--- src/include/tcc_pkg.sv ---
/*
 * package for the timer capture channel: register offsets, field
 * positions, encodings and reset values shared by the design files.
 * assumes a 25 MHz core clock and a byte-addressed plain register port.
 */
package tcc_pkg;
    // ==========================================================
    // register port
    localparam int unsigned ADDR_W = 8;
    localparam int unsigned DATA_W = 32;
    localparam int unsigned CNT_W = 16;
    localparam logic [ADDR_W-1:0] OFS_CCR = 8'h00;
    localparam logic [ADDR_W-1:0] OFS_CMR = 8'h04;
    localparam logic [ADDR_W-1:0] OFS_CV = 8'h10;
    localparam logic [ADDR_W-1:0] OFS_RA = 8'h14;
    localparam logic [ADDR_W-1:0] OFS_RB = 8'h18;
    localparam logic [ADDR_W-1:0] OFS_RC = 8'h1C;
    localparam logic [ADDR_W-1:0] OFS_SR = 8'h20;
    localparam logic [ADDR_W-1:0] OFS_BCR = 8'hC0;
    localparam logic [ADDR_W-1:0] OFS_BMR = 8'hC4;

    // ==========================================================
    // channel control and block control bits
    localparam int unsigned CCR_CLOCK_ENABLE_CMD = 0;
    localparam int unsigned CCR_CLOCK_DISABLE_CMD = 1;
    localparam int unsigned CCR_SOFT_TRIGGER_CMD = 2;
    localparam int unsigned BCR_SYNC = 0;

    // ==========================================================
    // channel mode fields
    localparam int unsigned CMR_W = 20;
    localparam int unsigned CMR_CLKS_LO = 0;
    localparam int unsigned CMR_CLOCK_INVERT = 3;
    localparam int unsigned CMR_BURST_LO = 4;
    localparam int unsigned CMR_STOP = 6;
    localparam int unsigned CMR_DIS = 7;
    localparam int unsigned CMR_TEDG_LO = 8;
    localparam int unsigned CMR_EXT_TRIGGER_SOURCE_SELECT = 10;
    localparam int unsigned CMR_EEVT_LO = 10;
    localparam int unsigned CMR_EXT_EVENT_TRIGGER_ENABLE = 12;
    localparam int unsigned CMR_COMPARE_C_TRIGGER_ENABLE = 14;
    localparam int unsigned CMR_WAVE = 15;
    localparam int unsigned CMR_LOAD_A_EDGE_SELECT_LO = 16;
    localparam int unsigned CMR_LOAD_B_EDGE_SELECT_LO = 18;
    localparam logic [CMR_W-1:0] CMR_RESET = 20'h00000;

    // ==========================================================
    // block mode fields, two bits per external clock input
    localparam int unsigned BMR_W = 6;
    localparam logic [BMR_W-1:0] BMR_RESET = 6'h00;
    localparam logic [1:0] XC_PIN = 2'h0;
    localparam logic [1:0] XC_NONE = 2'h1;
    localparam logic [1:0] XC_PEER0 = 2'h2;
    localparam logic [1:0] XC_PEER1 = 2'h3;

    // ==========================================================
    // status bits
    localparam int unsigned SR_COUNTER_OVERFLOW_FLAG = 0;
    localparam int unsigned SR_LOAD_OVERRUN_FLAG = 1;
    localparam int unsigned SR_CLOCK_ENABLED_FLAG = 16;
    localparam int unsigned SR_LINE_A = 17;
    localparam int unsigned SR_LINE_B = 18;

    // ==========================================================
    // encodings and constants
    localparam logic [1:0] EDGE_NONE = 2'h0;
    localparam logic [1:0] EDGE_RISE = 2'h1;
    localparam logic [1:0] EDGE_FALL = 2'h2;
    localparam logic [1:0] EDGE_BOTH = 2'h3;
    localparam logic [1:0] BURST_NONE = 2'h0;
    localparam logic [2:0] CLKS_XC0 = 3'h5;
    localparam logic [1:0] EEVT_LINE_B = 2'h0;
    localparam int unsigned N_INT_CLK = 5;
    localparam int unsigned N_SYNC_IN = 7;
    localparam int unsigned PRESCALE_W = 10;
    localparam logic [CNT_W-1:0] CNT_ZERO = 16'h0000;
    localparam logic [CNT_W-1:0] CNT_MAX = 16'hFFFF;
    localparam logic [CNT_W-1:0] CNT_ONE = 16'h0001;
    localparam logic [DATA_W-1:0] RD_ZERO = 32'h00000000;
endpackage

--- src/rtl/tcc_channel.sv ---
/*
 * one 16-bit timer channel with its block glue: clock selection,
 * clock control, triggers and capture into registers a and b.
 * assumes a plain register port on core_clk, read data one cycle after
 * the read strobe; pins and peer line a signals are asynchronous.
 */
`timescale 1ns/1ps
`default_nettype none
module tcc_channel (
    // clock and reset
    input wire logic core_clk,
    input wire logic rst,
    // register port
    input wire logic [tcc_pkg::ADDR_W-1:0] reg_addr,
    input wire logic [tcc_pkg::DATA_W-1:0] reg_wdata,
    input wire logic reg_wr,
    input wire logic reg_rd,
    output logic [tcc_pkg::DATA_W-1:0] reg_rdata,
    // external clock pins and peer channel line a
    input wire logic [2:0] ext_clock_pin,
    input wire logic [1:0] peer_line_a,
    // io line a
    input wire logic io_line_a_in,
    output logic io_line_a_out,
    output logic io_line_a_oe,
    // io line b
    input wire logic io_line_b_in,
    output logic io_line_b_out,
    output logic io_line_b_oe,
    // sync pulse to the sibling channels
    output logic sync_out
);
    import tcc_pkg::*;

    // ==========================================================
    // input synchronisers
    logic [N_SYNC_IN-1:0] raw_in;
    logic [N_SYNC_IN-1:0] sync1_q;
    logic [N_SYNC_IN-1:0] sync2_q;
    logic [N_SYNC_IN-1:0] sync3_q;

    assign raw_in = {peer_line_a, io_line_b_in, io_line_a_in, ext_clock_pin};

    genvar gi;
    generate
        for (gi = 0; gi < N_SYNC_IN; gi++) begin : g_sync
            always_ff @(posedge core_clk or posedge rst) begin
                if (rst) begin
                    sync1_q[gi] <= 1'b0;
                    sync2_q[gi] <= 1'b0;
                    sync3_q[gi] <= 1'b0;
                end else begin
                    sync1_q[gi] <= raw_in[gi];
                    sync2_q[gi] <= sync1_q[gi];
                    sync3_q[gi] <= sync2_q[gi];
                end
            end
        end
    endgenerate

    logic [2:0] pin_s;
    logic [1:0] peer_s;
    logic line_a_s, line_a_d, line_b_s, line_b_d;
    assign pin_s = sync2_q[2:0];
    assign line_a_s = sync2_q[3];
    assign line_b_s = sync2_q[4];
    assign peer_s = sync2_q[6:5];
    assign line_a_d = sync3_q[3];
    assign line_b_d = sync3_q[4];

    // ==========================================================
    // registers
    logic [CMR_W-1:0] cmr_q;
    logic [BMR_W-1:0] bmr_q;
    logic [CNT_W-1:0] cv_q, ra_q, rb_q, rc_q;
    logic clk_en_q, clk_run_q, trig_pend_q;
    logic counter_overflow_flag_q, load_overrun_flag_q, ra_unread_q, rb_unread_q, a_next_q;
    logic clk_prev_q;

    logic wave;
    logic wr_ccr, wr_cmr, wr_rc, wr_bcr, wr_bmr, wr_ra, wr_rb;
    logic rd_sr, rd_ra, rd_rb;
    assign wave = cmr_q[CMR_WAVE];
    assign wr_ccr = reg_wr && (reg_addr == OFS_CCR);
    assign wr_cmr = reg_wr && (reg_addr == OFS_CMR);
    assign wr_rc = reg_wr && (reg_addr == OFS_RC);
    assign wr_ra = reg_wr && (reg_addr == OFS_RA) && wave;
    assign wr_rb = reg_wr && (reg_addr == OFS_RB) && wave;
    assign wr_bcr = reg_wr && (reg_addr == OFS_BCR);
    assign wr_bmr = reg_wr && (reg_addr == OFS_BMR);
    assign rd_sr = reg_rd && (reg_addr == OFS_SR);
    assign rd_ra = reg_rd && (reg_addr == OFS_RA);
    assign rd_rb = reg_rd && (reg_addr == OFS_RB);

    always_ff @(posedge core_clk or posedge rst) begin
        if (rst) begin
            cmr_q <= CMR_RESET;
            bmr_q <= BMR_RESET;
            rc_q <= CNT_ZERO;
        end else begin
            if (wr_cmr) begin
                cmr_q <= reg_wdata[CMR_W-1:0];
            end
            if (wr_bmr) begin
                bmr_q <= reg_wdata[BMR_W-1:0];
            end
            if (wr_rc) begin
                rc_q <= reg_wdata[CNT_W-1:0];
            end
        end
    end

    // ==========================================================
    // clock selection
    logic [N_INT_CLK-1:0] int_clk;
    logic [2:0] xc;
    logic [2:0] clks;
    logic sel_lvl, clk_lvl, burst_ok, tick;

    tcc_prescaler u_prescaler (
        .core_clk(core_clk),
        .rst(rst),
        .int_clk(int_clk)
    );

    generate
        for (gi = 0; gi < 3; gi++) begin : g_xc
            always_comb begin
                if (bmr_q[2*gi +: 2] == XC_PIN) begin
                    xc[gi] = pin_s[gi];
                end else if (bmr_q[2*gi +: 2] == XC_PEER0) begin
                    xc[gi] = peer_s[0];
                end else if (bmr_q[2*gi +: 2] == XC_PEER1) begin
                    xc[gi] = peer_s[1];
                end else begin
                    xc[gi] = 1'b0;
                end
            end
        end
    endgenerate

    assign clks = cmr_q[CMR_CLKS_LO +: 3];

    always_comb begin
        if (clks < CLKS_XC0) begin
            sel_lvl = int_clk[clks];
        end else begin
            sel_lvl = xc[2'(clks - CLKS_XC0)];
        end
    end

    assign clk_lvl = sel_lvl ^ cmr_q[CMR_CLOCK_INVERT];

    always_comb begin
        if (cmr_q[CMR_BURST_LO +: 2] == BURST_NONE) begin
            burst_ok = 1'b1;
        end else begin
            burst_ok = xc[2'(cmr_q[CMR_BURST_LO +: 2] - 2'h1)];
        end
    end

    always_ff @(posedge core_clk or posedge rst) begin
        if (rst) begin
            clk_prev_q <= 1'b0;
        end else begin
            clk_prev_q <= clk_lvl;
        end
    end

    assign tick = clk_lvl && !clk_prev_q && burst_ok;

    // ==========================================================
    // triggers
    logic sw_trig, sync_trig, cmp_evt, cmp_trig, ext_sig, ext_sig_d, ext_trig;
    logic [1:0] tedg;
    logic ext_on;

    assign sw_trig = wr_ccr && reg_wdata[CCR_SOFT_TRIGGER_CMD];
    assign sync_trig = wr_bcr && reg_wdata[BCR_SYNC];
    assign cmp_evt = tick && (cv_q == rc_q);
    assign cmp_trig = cmp_evt && cmr_q[CMR_COMPARE_C_TRIGGER_ENABLE];
    assign tedg = cmr_q[CMR_TEDG_LO +: 2];

    always_comb begin
        if (!wave) begin
            ext_on = 1'b1;
            if (cmr_q[CMR_EXT_TRIGGER_SOURCE_SELECT]) begin
                ext_sig = line_a_s;
                ext_sig_d = line_a_d;
            end else begin
                ext_sig = line_b_s;
                ext_sig_d = line_b_d;
            end
        end else begin
            ext_on = cmr_q[CMR_EXT_EVENT_TRIGGER_ENABLE];
            if (cmr_q[CMR_EEVT_LO +: 2] == EEVT_LINE_B) begin
                ext_sig = line_b_s;
                ext_sig_d = line_b_d;
            end else begin
                ext_sig = xc[2'(cmr_q[CMR_EEVT_LO +: 2] - 2'h1)];
                ext_sig_d = ext_sig;
            end
        end
    end

    // the delayed copy of xc is not kept, so waveform events use line b only
    always_comb begin
        if (tedg == EDGE_RISE) begin
            ext_trig = ext_on && ext_sig && !ext_sig_d;
        end else if (tedg == EDGE_FALL) begin
            ext_trig = ext_on && !ext_sig && ext_sig_d;
        end else if (tedg == EDGE_BOTH) begin
            ext_trig = ext_on && (ext_sig != ext_sig_d);
        end else begin
            ext_trig = 1'b0;
        end
    end

    logic any_trig;
    assign any_trig = sw_trig || sync_trig || cmp_trig || ext_trig;

    always_ff @(posedge core_clk or posedge rst) begin
        if (rst) begin
            sync_out <= 1'b0;
        end else begin
            sync_out <= sync_trig;
        end
    end

    // ==========================================================
    // capture edge detection
    logic a_rise, a_fall, ld_a_edge, ld_b_edge, load_a, load_b;
    logic [1:0] load_a_edge_select, load_b_edge_select;
    assign a_rise = line_a_s && !line_a_d;
    assign a_fall = !line_a_s && line_a_d;
    assign load_a_edge_select = cmr_q[CMR_LOAD_A_EDGE_SELECT_LO +: 2];
    assign load_b_edge_select = cmr_q[CMR_LOAD_B_EDGE_SELECT_LO +: 2];

    function automatic logic edge_hit(input logic [1:0] sel, input logic r, input logic f);
        edge_hit = ((sel == EDGE_RISE) && r) || ((sel == EDGE_FALL) && f)
            || ((sel == EDGE_BOTH) && (r || f));
    endfunction

    assign ld_a_edge = edge_hit(load_a_edge_select, a_rise, a_fall);
    assign ld_b_edge = edge_hit(load_b_edge_select, a_rise, a_fall);
    assign load_a = !wave && ld_a_edge && a_next_q;
    assign load_b = !wave && ld_b_edge && !a_next_q && !load_a;

    // ==========================================================
    // clock control
    logic stop_evt, dis_evt;
    assign stop_evt = wave ? (cmp_evt && cmr_q[CMR_STOP]) : (load_b && cmr_q[CMR_STOP]);
    assign dis_evt = wave ? (cmp_evt && cmr_q[CMR_DIS]) : (load_b && cmr_q[CMR_DIS]);

    always_ff @(posedge core_clk or posedge rst) begin
        if (rst) begin
            clk_en_q <= 1'b0;
        end else if ((wr_ccr && reg_wdata[CCR_CLOCK_DISABLE_CMD]) || dis_evt) begin
            clk_en_q <= 1'b0;
        end else if (wr_ccr && reg_wdata[CCR_CLOCK_ENABLE_CMD]) begin
            clk_en_q <= 1'b1;
        end
    end

    always_ff @(posedge core_clk or posedge rst) begin
        if (rst) begin
            clk_run_q <= 1'b0;
        end else if (!clk_en_q) begin
            clk_run_q <= clk_run_q;
        end else if (any_trig) begin
            clk_run_q <= 1'b1;
        end else if (stop_evt) begin
            clk_run_q <= 1'b0;
        end
    end

    // ==========================================================
    // counter
    always_ff @(posedge core_clk or posedge rst) begin
        if (rst) begin
            trig_pend_q <= 1'b0;
        end else if (any_trig) begin
            trig_pend_q <= 1'b1;
        end else if (tick) begin
            trig_pend_q <= 1'b0;
        end
    end

    always_ff @(posedge core_clk or posedge rst) begin
        if (rst) begin
            cv_q <= CNT_ZERO;
        end else if (tick && trig_pend_q) begin
            cv_q <= CNT_ZERO;
        end else if (tick && clk_en_q && clk_run_q) begin
            cv_q <= cv_q + CNT_ONE;
        end
    end

    always_ff @(posedge core_clk or posedge rst) begin
        if (rst) begin
            counter_overflow_flag_q <= 1'b0;
        end else if (tick && !trig_pend_q && clk_en_q && clk_run_q && (cv_q == CNT_MAX)) begin
            counter_overflow_flag_q <= 1'b1;
        end else if (rd_sr) begin
            counter_overflow_flag_q <= 1'b0;
        end
    end

    // ==========================================================
    // capture registers
    always_ff @(posedge core_clk or posedge rst) begin
        if (rst) begin
            a_next_q <= 1'b1;
        end else if (any_trig || load_b) begin
            a_next_q <= 1'b1;
        end else if (load_a) begin
            a_next_q <= 1'b0;
        end
    end

    always_ff @(posedge core_clk or posedge rst) begin
        if (rst) begin
            ra_q <= CNT_ZERO;
        end else if (load_a) begin
            ra_q <= cv_q;
        end else if (wr_ra) begin
            ra_q <= reg_wdata[CNT_W-1:0];
        end
    end

    always_ff @(posedge core_clk or posedge rst) begin
        if (rst) begin
            rb_q <= CNT_ZERO;
        end else if (load_b) begin
            rb_q <= cv_q;
        end else if (wr_rb) begin
            rb_q <= reg_wdata[CNT_W-1:0];
        end
    end

    always_ff @(posedge core_clk or posedge rst) begin
        if (rst) begin
            ra_unread_q <= 1'b0;
            rb_unread_q <= 1'b0;
        end else begin
            if (load_a) begin
                ra_unread_q <= 1'b1;
            end else if (rd_ra) begin
                ra_unread_q <= 1'b0;
            end
            if (load_b) begin
                rb_unread_q <= 1'b1;
            end else if (rd_rb) begin
                rb_unread_q <= 1'b0;
            end
        end
    end

    always_ff @(posedge core_clk or posedge rst) begin
        if (rst) begin
            load_overrun_flag_q <= 1'b0;
        end else if ((load_a && ra_unread_q) || (load_b && rb_unread_q)) begin
            load_overrun_flag_q <= 1'b1;
        end else if (rd_sr) begin
            load_overrun_flag_q <= 1'b0;
        end
    end

    // ==========================================================
    // io lines
    logic b_is_event;
    assign b_is_event = (cmr_q[CMR_EEVT_LO +: 2] == EEVT_LINE_B)
        && (tedg != EDGE_NONE);

    always_ff @(posedge core_clk or posedge rst) begin
        if (rst) begin
            io_line_a_oe <= 1'b0;
            io_line_b_oe <= 1'b0;
        end else begin
            io_line_a_oe <= wave;
            io_line_b_oe <= wave && !b_is_event;
        end
    end

    always_ff @(posedge core_clk or posedge rst) begin
        if (rst) begin
            io_line_a_out <= 1'b0;
            io_line_b_out <= 1'b0;
        end else if (!wave) begin
            io_line_a_out <= 1'b0;
            io_line_b_out <= 1'b0;
        end else if (cmp_evt) begin
            io_line_a_out <= !io_line_a_out;
            io_line_b_out <= io_line_b_out;
        end
    end

    // ==========================================================
    // read data
    logic [DATA_W-1:0] sr_val;
    always_comb begin
        sr_val = RD_ZERO;
        sr_val[SR_COUNTER_OVERFLOW_FLAG] = counter_overflow_flag_q;
        sr_val[SR_LOAD_OVERRUN_FLAG] = load_overrun_flag_q;
        sr_val[SR_CLOCK_ENABLED_FLAG] = clk_en_q;
        sr_val[SR_LINE_A] = line_a_s;
        sr_val[SR_LINE_B] = line_b_s;
    end

    always_ff @(posedge core_clk or posedge rst) begin
        if (rst) begin
            reg_rdata <= RD_ZERO;
        end else if (!reg_rd) begin
            reg_rdata <= reg_rdata;
        end else if (reg_addr == OFS_CMR) begin
            reg_rdata <= {{(DATA_W-CMR_W){1'b0}}, cmr_q};
        end else if (reg_addr == OFS_BMR) begin
            reg_rdata <= {{(DATA_W-BMR_W){1'b0}}, bmr_q};
        end else if (reg_addr == OFS_CV) begin
            reg_rdata <= {{(DATA_W-CNT_W){1'b0}}, cv_q};
        end else if (reg_addr == OFS_RA) begin
            reg_rdata <= {{(DATA_W-CNT_W){1'b0}}, ra_q};
        end else if (reg_addr == OFS_RB) begin
            reg_rdata <= {{(DATA_W-CNT_W){1'b0}}, rb_q};
        end else if (reg_addr == OFS_RC) begin
            reg_rdata <= {{(DATA_W-CNT_W){1'b0}}, rc_q};
        end else if (reg_addr == OFS_SR) begin
            reg_rdata <= sr_val;
        end else begin
            reg_rdata <= RD_ZERO;
        end
    end
endmodule
`default_nettype wire

--- src/rtl/tcc_prescaler.sv ---
/*
 * free-running divider giving the five internal timer clocks as levels.
 * assumes the core clock; taps select the division ratio of each level.
 */
`timescale 1ns/1ps
`default_nettype none
module tcc_prescaler #(
    parameter int unsigned TAP0 = 0,
    parameter int unsigned TAP1 = 2,
    parameter int unsigned TAP2 = 4,
    parameter int unsigned TAP3 = 6,
    parameter int unsigned TAP4 = 9
) (
    // clock and reset
    input wire logic core_clk,
    input wire logic rst,
    // internal clock levels
    output logic [tcc_pkg::N_INT_CLK-1:0] int_clk
);
    import tcc_pkg::*;

    // ==========================================================
    // divider chain
    logic [PRESCALE_W-1:0] div_q;

    always_ff @(posedge core_clk or posedge rst) begin
        if (rst) begin
            div_q <= '0;
        end else begin
            div_q <= div_q + {{(PRESCALE_W-1){1'b0}}, 1'b1};
        end
    end

    always_ff @(posedge core_clk or posedge rst) begin
        if (rst) begin
            int_clk <= '0;
        end else begin
            int_clk <= {div_q[TAP4], div_q[TAP3], div_q[TAP2], div_q[TAP1], div_q[TAP0]};
        end
    end
endmodule
`default_nettype wire

--- config.mk ---
export PLATFORM = sky130hd
export DESIGN_NAME = tcc_channel
export DESIGN_NICKNAME = d
export VERILOG_FILES = /design/src/include/tcc_pkg.sv /design/src/rtl/tcc_channel.sv /design/src/rtl/tcc_prescaler.sv
export SDC_FILE = /design/constraint.sdc
export NUM_CORES = 1
export LEC_CHECK = 0
export ABC_AREA = 1
export BUFFER_PORTS_ARGS = -buffer_cell sky130_fd_sc_hd__buf_2
export CAP_MARGIN = 20
export CORE_MARGIN = 10
export CORE_UTILIZATION = 35
export CTS_CLUSTER_SIZE = 24
export DETAILED_ROUTE_END_ITERATION = 10
export GPL_ROUTABILITY_DRIVEN = 0
export PLACE_DENSITY = 0.63
export SLEW_MARGIN = 20
export SYNTH_ARGS = -nofsm -noshare
export SYNTH_HDL_FRONTEND = slang
export SYNTH_SLANG_ARGS = --single-unit
--- constraint.sdc ---
create_clock -name core_clk -period 14.32 [get_ports core_clk]
set_clock_uncertainty 0.05 [all_clocks]
set_input_delay 2.864 -clock core_clk [delete_from_list [all_inputs] [get_ports core_clk]]
set_output_delay 2.864 -clock core_clk [all_outputs]
set_load 0.02 [all_outputs]
Word-level counts from Yosys, hierarchy flattened
Cells that the tools add are included.
W data, S select, Z words.
- $lt $le $gt $ge: 5
- muxes and demuxes: 61
- eq/ne operators: 27
- reduce and logical (&&, ||, !) cells: 94
- add/sub/neg operators: 5
- bitwise gates (word level): 1
- operator list (cell ; count):
    $mux W19 ; 6
    $mux W16 ; 6
    $logic_and A1 B1 Y1 ; 53
    $mux W1 ; 44
    $eq A8 B5 Y1 const B ; 4
    $eq A2 B2 Y1 const B ; 12
    $reduce_bool A2 Y1 ; 12
    $mux W20 ; 1
    $add A16 B1 Y16 const B ; 1
    $eq A16 B16 Y1 ; 1
    $eq A16 B16 Y1 const B ; 1
    $eq A8 B8 Y1 const B ; 2
    $logic_not A1 Y1 ; 11
    $logic_or A1 B1 Y1 ; 11
    $add A10 B1 Y10 const B ; 1
    $logic_not A2 Y1 ; 5
    $lt A2 B3 Y1 const B ; 3
    $eq A8 B3 Y1 const B ; 1
    $eq A8 B6 Y1 const B ; 1
    $logic_not A8 Y1 ; 1
    $bmux W1 S2 ; 3
    $eq A2 B1 Y1 const B ; 3
    $sub A2 B1 Y2 const B ; 3
    $lt A3 B4 Y1 const B ; 1
    6 further kinds ; 6
- output and inout port bits: 37
- bits of input ports: 51
- bits in registers: 166
- word-level logic and storage cells: 231

Depth between registers and ports, before layout
- depth after elaboration: 16
- gate-level depth with buffers: 15

By module
From an unflattened synthesis, not the netlist that was laid out.
- cell total of the unflattened synthesis: 970
- area total of the unflattened synthesis: 7852.5 µm²
- modules (own cells, without submodules) (module ; times used ; area an instance (µm²) ; cells an instance ; sequential area each (µm²)):
    tcc_channel ; 1 ; 7257.0 ; 912 ; 3479.6
    tcc_prescaler ; 1 ; 595.6 ; 58 ; 375.4

Least setup slack after synthesis
No wires, ideal clock.
- kind: in2reg
- from: input port reg_addr[1] in the netlist's numbering
- to: register reg_rdata[11] in the netlist's numbering
- data arrival time: 3.983 ns
- cell stages on the path: 7
- path slack: 10.161 ns
- path through: nor2_2 > nand2_1 > nor3_4 > clkinv_1 > buf_2 > o22ai_1 > a21oi_1
- word-level cells in the longest chain between the ends: 7
- RTL lines (what ; RTL line ; RTL):
    start, declared ; tcc_channel.sv:14 ; input wire logic [tcc_pkg::ADDR_W-1:0] reg_addr,
    $eq A8 B5 Y1 ; tcc_channel.sv:425 ; end else if (reg_addr == OFS_RC) begin
    $mux W19 ; tcc_channel.sv:425 ;
    $mux W19 ; tcc_channel.sv:423 ; end else if (reg_addr == OFS_RB) begin
    $mux W19 ; tcc_channel.sv:421 ; end else if (reg_addr == OFS_RA) begin
    $mux W19 ; tcc_channel.sv:419 ; end else if (reg_addr == OFS_CV) begin
    $mux W19 ; tcc_channel.sv:417 ; end else if (reg_addr == OFS_BMR) begin
    $mux W20 (*) ; tcc_channel.sv:415 ; end else if (reg_addr == OFS_CMR) begin
    end signal, assigned ; tcc_channel.sv:416 ; reg_rdata <= {{(DATA_W-CMR_W){1'b0}}, cmr_q};
    end signal, assigned ; tcc_channel.sv:418 ; reg_rdata <= {{(DATA_W-BMR_W){1'b0}}, bmr_q};
    end signal, assigned ; tcc_channel.sv:420 ; reg_rdata <= {{(DATA_W-CNT_W){1'b0}}, cv_q};
    end, declared ; tcc_channel.sv:18 ; output logic [tcc_pkg::DATA_W-1:0] reg_rdata,
Every way passes the cells marked *; elsewhere a longest branch is shown, timed or not.
A chain may end at the register's enable or synchronous reset.

Worst setup path in the final report
- from: input port reg_addr[1] in the netlist's numbering
- to: register reg_rdata[4] in the netlist's numbering
Same word-level chain as after synthesis.

==> run summary <==
• finished, final reports clean — outcome
• 0.0251 — XOR/XNOR share of the synthesized area
• 0 — setup fix buffers added after clock tree synthesis
• 0.501 — share of the yosys chip area belonging to registers
• 4.19 nW — leakage power
• sky130_fd_sc_hd__o21ai_0 — Top cell by count, worst path
• sky130_fd_sc_hd__dfrtp_1 — most frequently used flop master after synthesis
• 0.0283 mm^2 — area enclosed by the die boundary
• 0.127 — layout cells sized above 1
• 48 — Synth cell types
• 1.00 — post-synthesis async set-or-reset flop share
• 0.270 — Sw Ratio
• 0.00385 mm^2 — area taken by flip-flops and latches
• 941 — synthesized instance count
• sky130_fd_sc_hd__nand2_1 — most common cell after layout, fill and taps aside
• 0.00769 mm^2 — synthesized cell area
• 0.0218 mm^2 — Core ar.
• 0.00319 mm^2 — Multi-input gate area
• 0 — post-cts gate resize count
• 0.00885 mm^2 — Final Instance Area
• 0.68 ns — Worst path max stage delay
• 5.11 — post-detailed-route via-to-cell ratio
• 0.0741 mV — maximum VDD drop
• 4 — H-tree Lvls
• 0 — number of routed nets with antenna violations
• 0 — # DRC
• 0.43 ns — clock insertion delay at the later pin of the skew report
• 0 — number of endpoints failing setup at the final stage
• 0.352 — final period utilization
• 154 — register bit count reported by yosys
• built — CTS tree
• 154 — clk sinks
• 8.17 um^2 — syn avg cell area
• 1 — initial antenna violation count
• 21,700 um — total wire length
• 2 — largest buffer count on any clock path
• 15,300 um — sum of net half-perimeters after detailed placement
• 0.212 — simple-gate share of the synthesized area
• 0.361 — worst max-slew margin expressed relative to the limit
• 0 — MaxCap Viol Count
• 0.354 — initial cell density of the core
• no — unrepaired setup endpoints after global routing
• buf_2, nor2_2, nand2_1, nor3_4, clkinv_1, o21ai_0, nor3_1, o21ai_0 — list of cells traversed by the critical path
• 6 — 1st-pass router iterations
• 0.00439 — multiplexer share of the synthesized area
• 0.430 — clock share of power
• 0 — # hold bufs at CTS
• 88 — ports placed on the boundary
• 95 — pin count of the biggest net entering global routing
• sky130_fd_sc_hd__clkbuf_16 — buffer type at the clock tree root
• 0 ns — sum of negative setup slack
• 0.154 — Total GRT Usage
• 16.9 um — Routed wire per std cell
• 0 — number of enable-type register cells in the synthesized netlist
• 19 — highest net fanout along the worst path
• 1.14 mW — total power consumption of the routed design
• reg -> reg — type of the tightest min-delay check
• 0.407 — final core utilization
• 0 — number of max-slew violations in the final report
• 230 x sky130_fd_sc_hd__nand2_1, 153 x sky130_fd_sc_hd__dfrtp_1, 110 x sky130_fd_sc_hd__inv_1, 110 x sky130_fd_sc_hd__o21ai_0, 62 x sky130_fd_sc_hd__buf_2 — top library cells by usage in the layout, fill and taps aside
• 5.04 ns — Tmin final
• 54 — placement row count
• simple AND/OR/NAND/NOR gates — gate family responsible for the most delay along the worst path
• 6,391 — vias in the first global route
• 168 um — Die X-Extent
• 34,900 um — global-route wire length before repair
• 14.62 ns — Worst Path Required
• 0.453 — sequential share of power
• 0.00976 — adder and majority gate portion of the synthesized area
• 2,222 — filler cell count
• 0 — Yosys Warn Count
• 168 um — height of the die
• 0.957 ns — slew at the pin closest to its max-slew limit
• 309 uW — Net Switching
• 0 — Hold Vio Cnt, Final
• sky130_fd_sc_hd__clkinv_1 — cell at the slowest stage of the critical path
• 5.34 ns — critical path arrival
• 0.157 — compound-cell area share of the yosys netlist
• 0 — Remaining Overflow, GRT
• in -> reg — WS Path Type
• 9.28 ns — Final WS setup
• simple AND/OR/NAND/NOR gates — dominant combinational cell family by area after synthesis
• 6,574 — total number of vias
• 1,049 — Net count, final
• 0.00820 mm^2 — cell area after placement
• flop — crit path capture type
• 666 — initial detailed-routing violation count
• 62 — IO Port Bufs
• 129 mW/mm^2 — Cell Pwr Density
• 17 — cts bufs inserted
• 198 MHz — FMAX
• 0.116 — logic gate share of total power
• input pin — startpoint kind of the worst setup timing path
• 835 uW — internal power of the cells
• 15.0% — growth of design area from synthesis to finish
• 8.79 ns — worst slack at placement
• 2 — number of buffers and inverters on the critical path
• 0.06 ns — clock slew seen by the registers of the worst setup and hold paths
==> logic make-up (layout without fill, tap and decap cells) <==
group / count (synthesis) / count (layout)
and+or+nand+nor: 378 / 378
AOI/OAI and AO/OA: 212 / 212
xor gates and xnor gates: 22 / 22
adders and majority gates: 6 / 6
other: 1 / 14
buffers and inverters: 165 / 217
DFF: 154 / 154
muxes: 3 / 3
==> power by group through the flow <==
stage | logic [mW] | registers, mW | clock network (mW)
after floorplan | 0.0952 | 0.521 | 0
after global placement | 0.130 | 0.523 | 0
after detailed placement | 0.133 | 0.525 | 0
after CTS | 0.134 | 0.517 | 0.499
after global routing | 0.154 | 0.523 | 0.516
final | 0.133 | 0.518 | 0.492
==> per-stage QoR <==
stage | hold slack (ns) | instances
floorplan | 0.281 | 953
global placement | 0.284 | 1253
detailed placement | 0.285 | 1253
CTS | 0.298 | 1285
global route | 0.301 | 1285
finish | 0.296 | 1286
==> path summary, 6_finish.rpt <==
check                             from            to  slack (ns)  cells after the start
min                         sync1_q[6]     peer_s[1]        0.30                      0
max reg2reg                   line_a_s      ra_q[14]       11.43                      9
max in group asynchronous          rst      rb_q[11]       10.33                      3
max                        reg_addr[1]  reg_rdata[4]        9.28                      8
min in group asynchronous          rst    sync1_q[6]        2.58                      2
min reg2reg                 sync1_q[6]     peer_s[1]        0.30                      0
==> per-layer routing <==
metal,global-route usage,share of wire,vias to the layer above
met4,0.0450,0.017,0
met2,0.247,0.47,251
met5,0,0,-
li1,-,-,3184
met1,0.202,0.44,3112
met3,0.0352,0.068,27
==> final cells by class <==
| cell class | count | area share |
|---|---|---|
| Timing Repair Buffer | 69 | 0.0410 |
| Sequential cell | 154 | 0.436 |
| Antenna cell | 1 | 0.000283 |
| Multi-Input combinational cell | 634 | 0.361 |
| Clock inverter | 13 | 0.0215 |
| Clock buffer | 19 | 0.0512 |
| Tap cell | 280 | 0.0396 |
| Inverter | 116 | 0.0498 |
==> synth_stat cells, types with 2 or more instances <==
cell	instances	area, um^2
sky130_fd_sc_hd__nand2_1	231	867
sky130_fd_sc_hd__dfrtp_1	153	3830
sky130_fd_sc_hd__inv_1	111	417
sky130_fd_sc_hd__o21ai_0	110	551
sky130_fd_sc_hd__nor2_1	53	199
sky130_fd_sc_hd__a21oi_1	46	230
sky130_fd_sc_hd__nand3_1	38	190
sky130_fd_sc_hd__clkbuf_1	24	90.1
sky130_fd_sc_hd__nor3_1	19	95.1
sky130_fd_sc_hd__nand4_1	18	113
sky130_fd_sc_hd__xor2_1	17	149
sky130_fd_sc_hd__o211ai_1	16	120
sky130_fd_sc_hd__o22ai_1	14	87.6
sky130_fd_sc_hd__buf_4	13	97.6
sky130_fd_sc_hd__buf_2	9	45.0
sky130_fd_sc_hd__ha_1	6	75.1
sky130_fd_sc_hd__nand3b_1	6	45.0
sky130_fd_sc_hd__xnor2_1	5	43.8
sky130_fd_sc_hd__nor2_2	4	25.0
sky130_fd_sc_hd__o21ai_1	4	20.0
sky130_fd_sc_hd__o221ai_1	4	35.0
sky130_fd_sc_hd__a31oi_1	3	18.8
sky130_fd_sc_hd__inv_2	3	11.3
sky130_fd_sc_hd__mux2_2	3	33.8
sky130_fd_sc_hd__o21ai_2	3	26.3
sky130_fd_sc_hd__a221oi_1	2	17.5
sky130_fd_sc_hd__buf_6	2	22.5
sky130_fd_sc_hd__clkinv_1	2	7.51
sky130_fd_sc_hd__nand2_4	2	22.5
sky130_fd_sc_hd__nor4_1	2	12.5
==> registers in the layout, indices dropped and copies added (netlist names), 2 cells and up <==
| register | count |
|---|---|
| u_prescaler.div_q | 10 |
| pin_s | 3 |
| reg_rdata | 20 |
| rb_q | 16 |
| bmr_q | 6 |
| cmr_q | 20 |
| sync1_q | 7 |
| u_prescaler.int_clk | 5 |
| rc_q | 16 |
| peer_s | 2 |
| cv_q | 16 |
| ra_q | 16 |
Power figures use the tool's default switching activity.
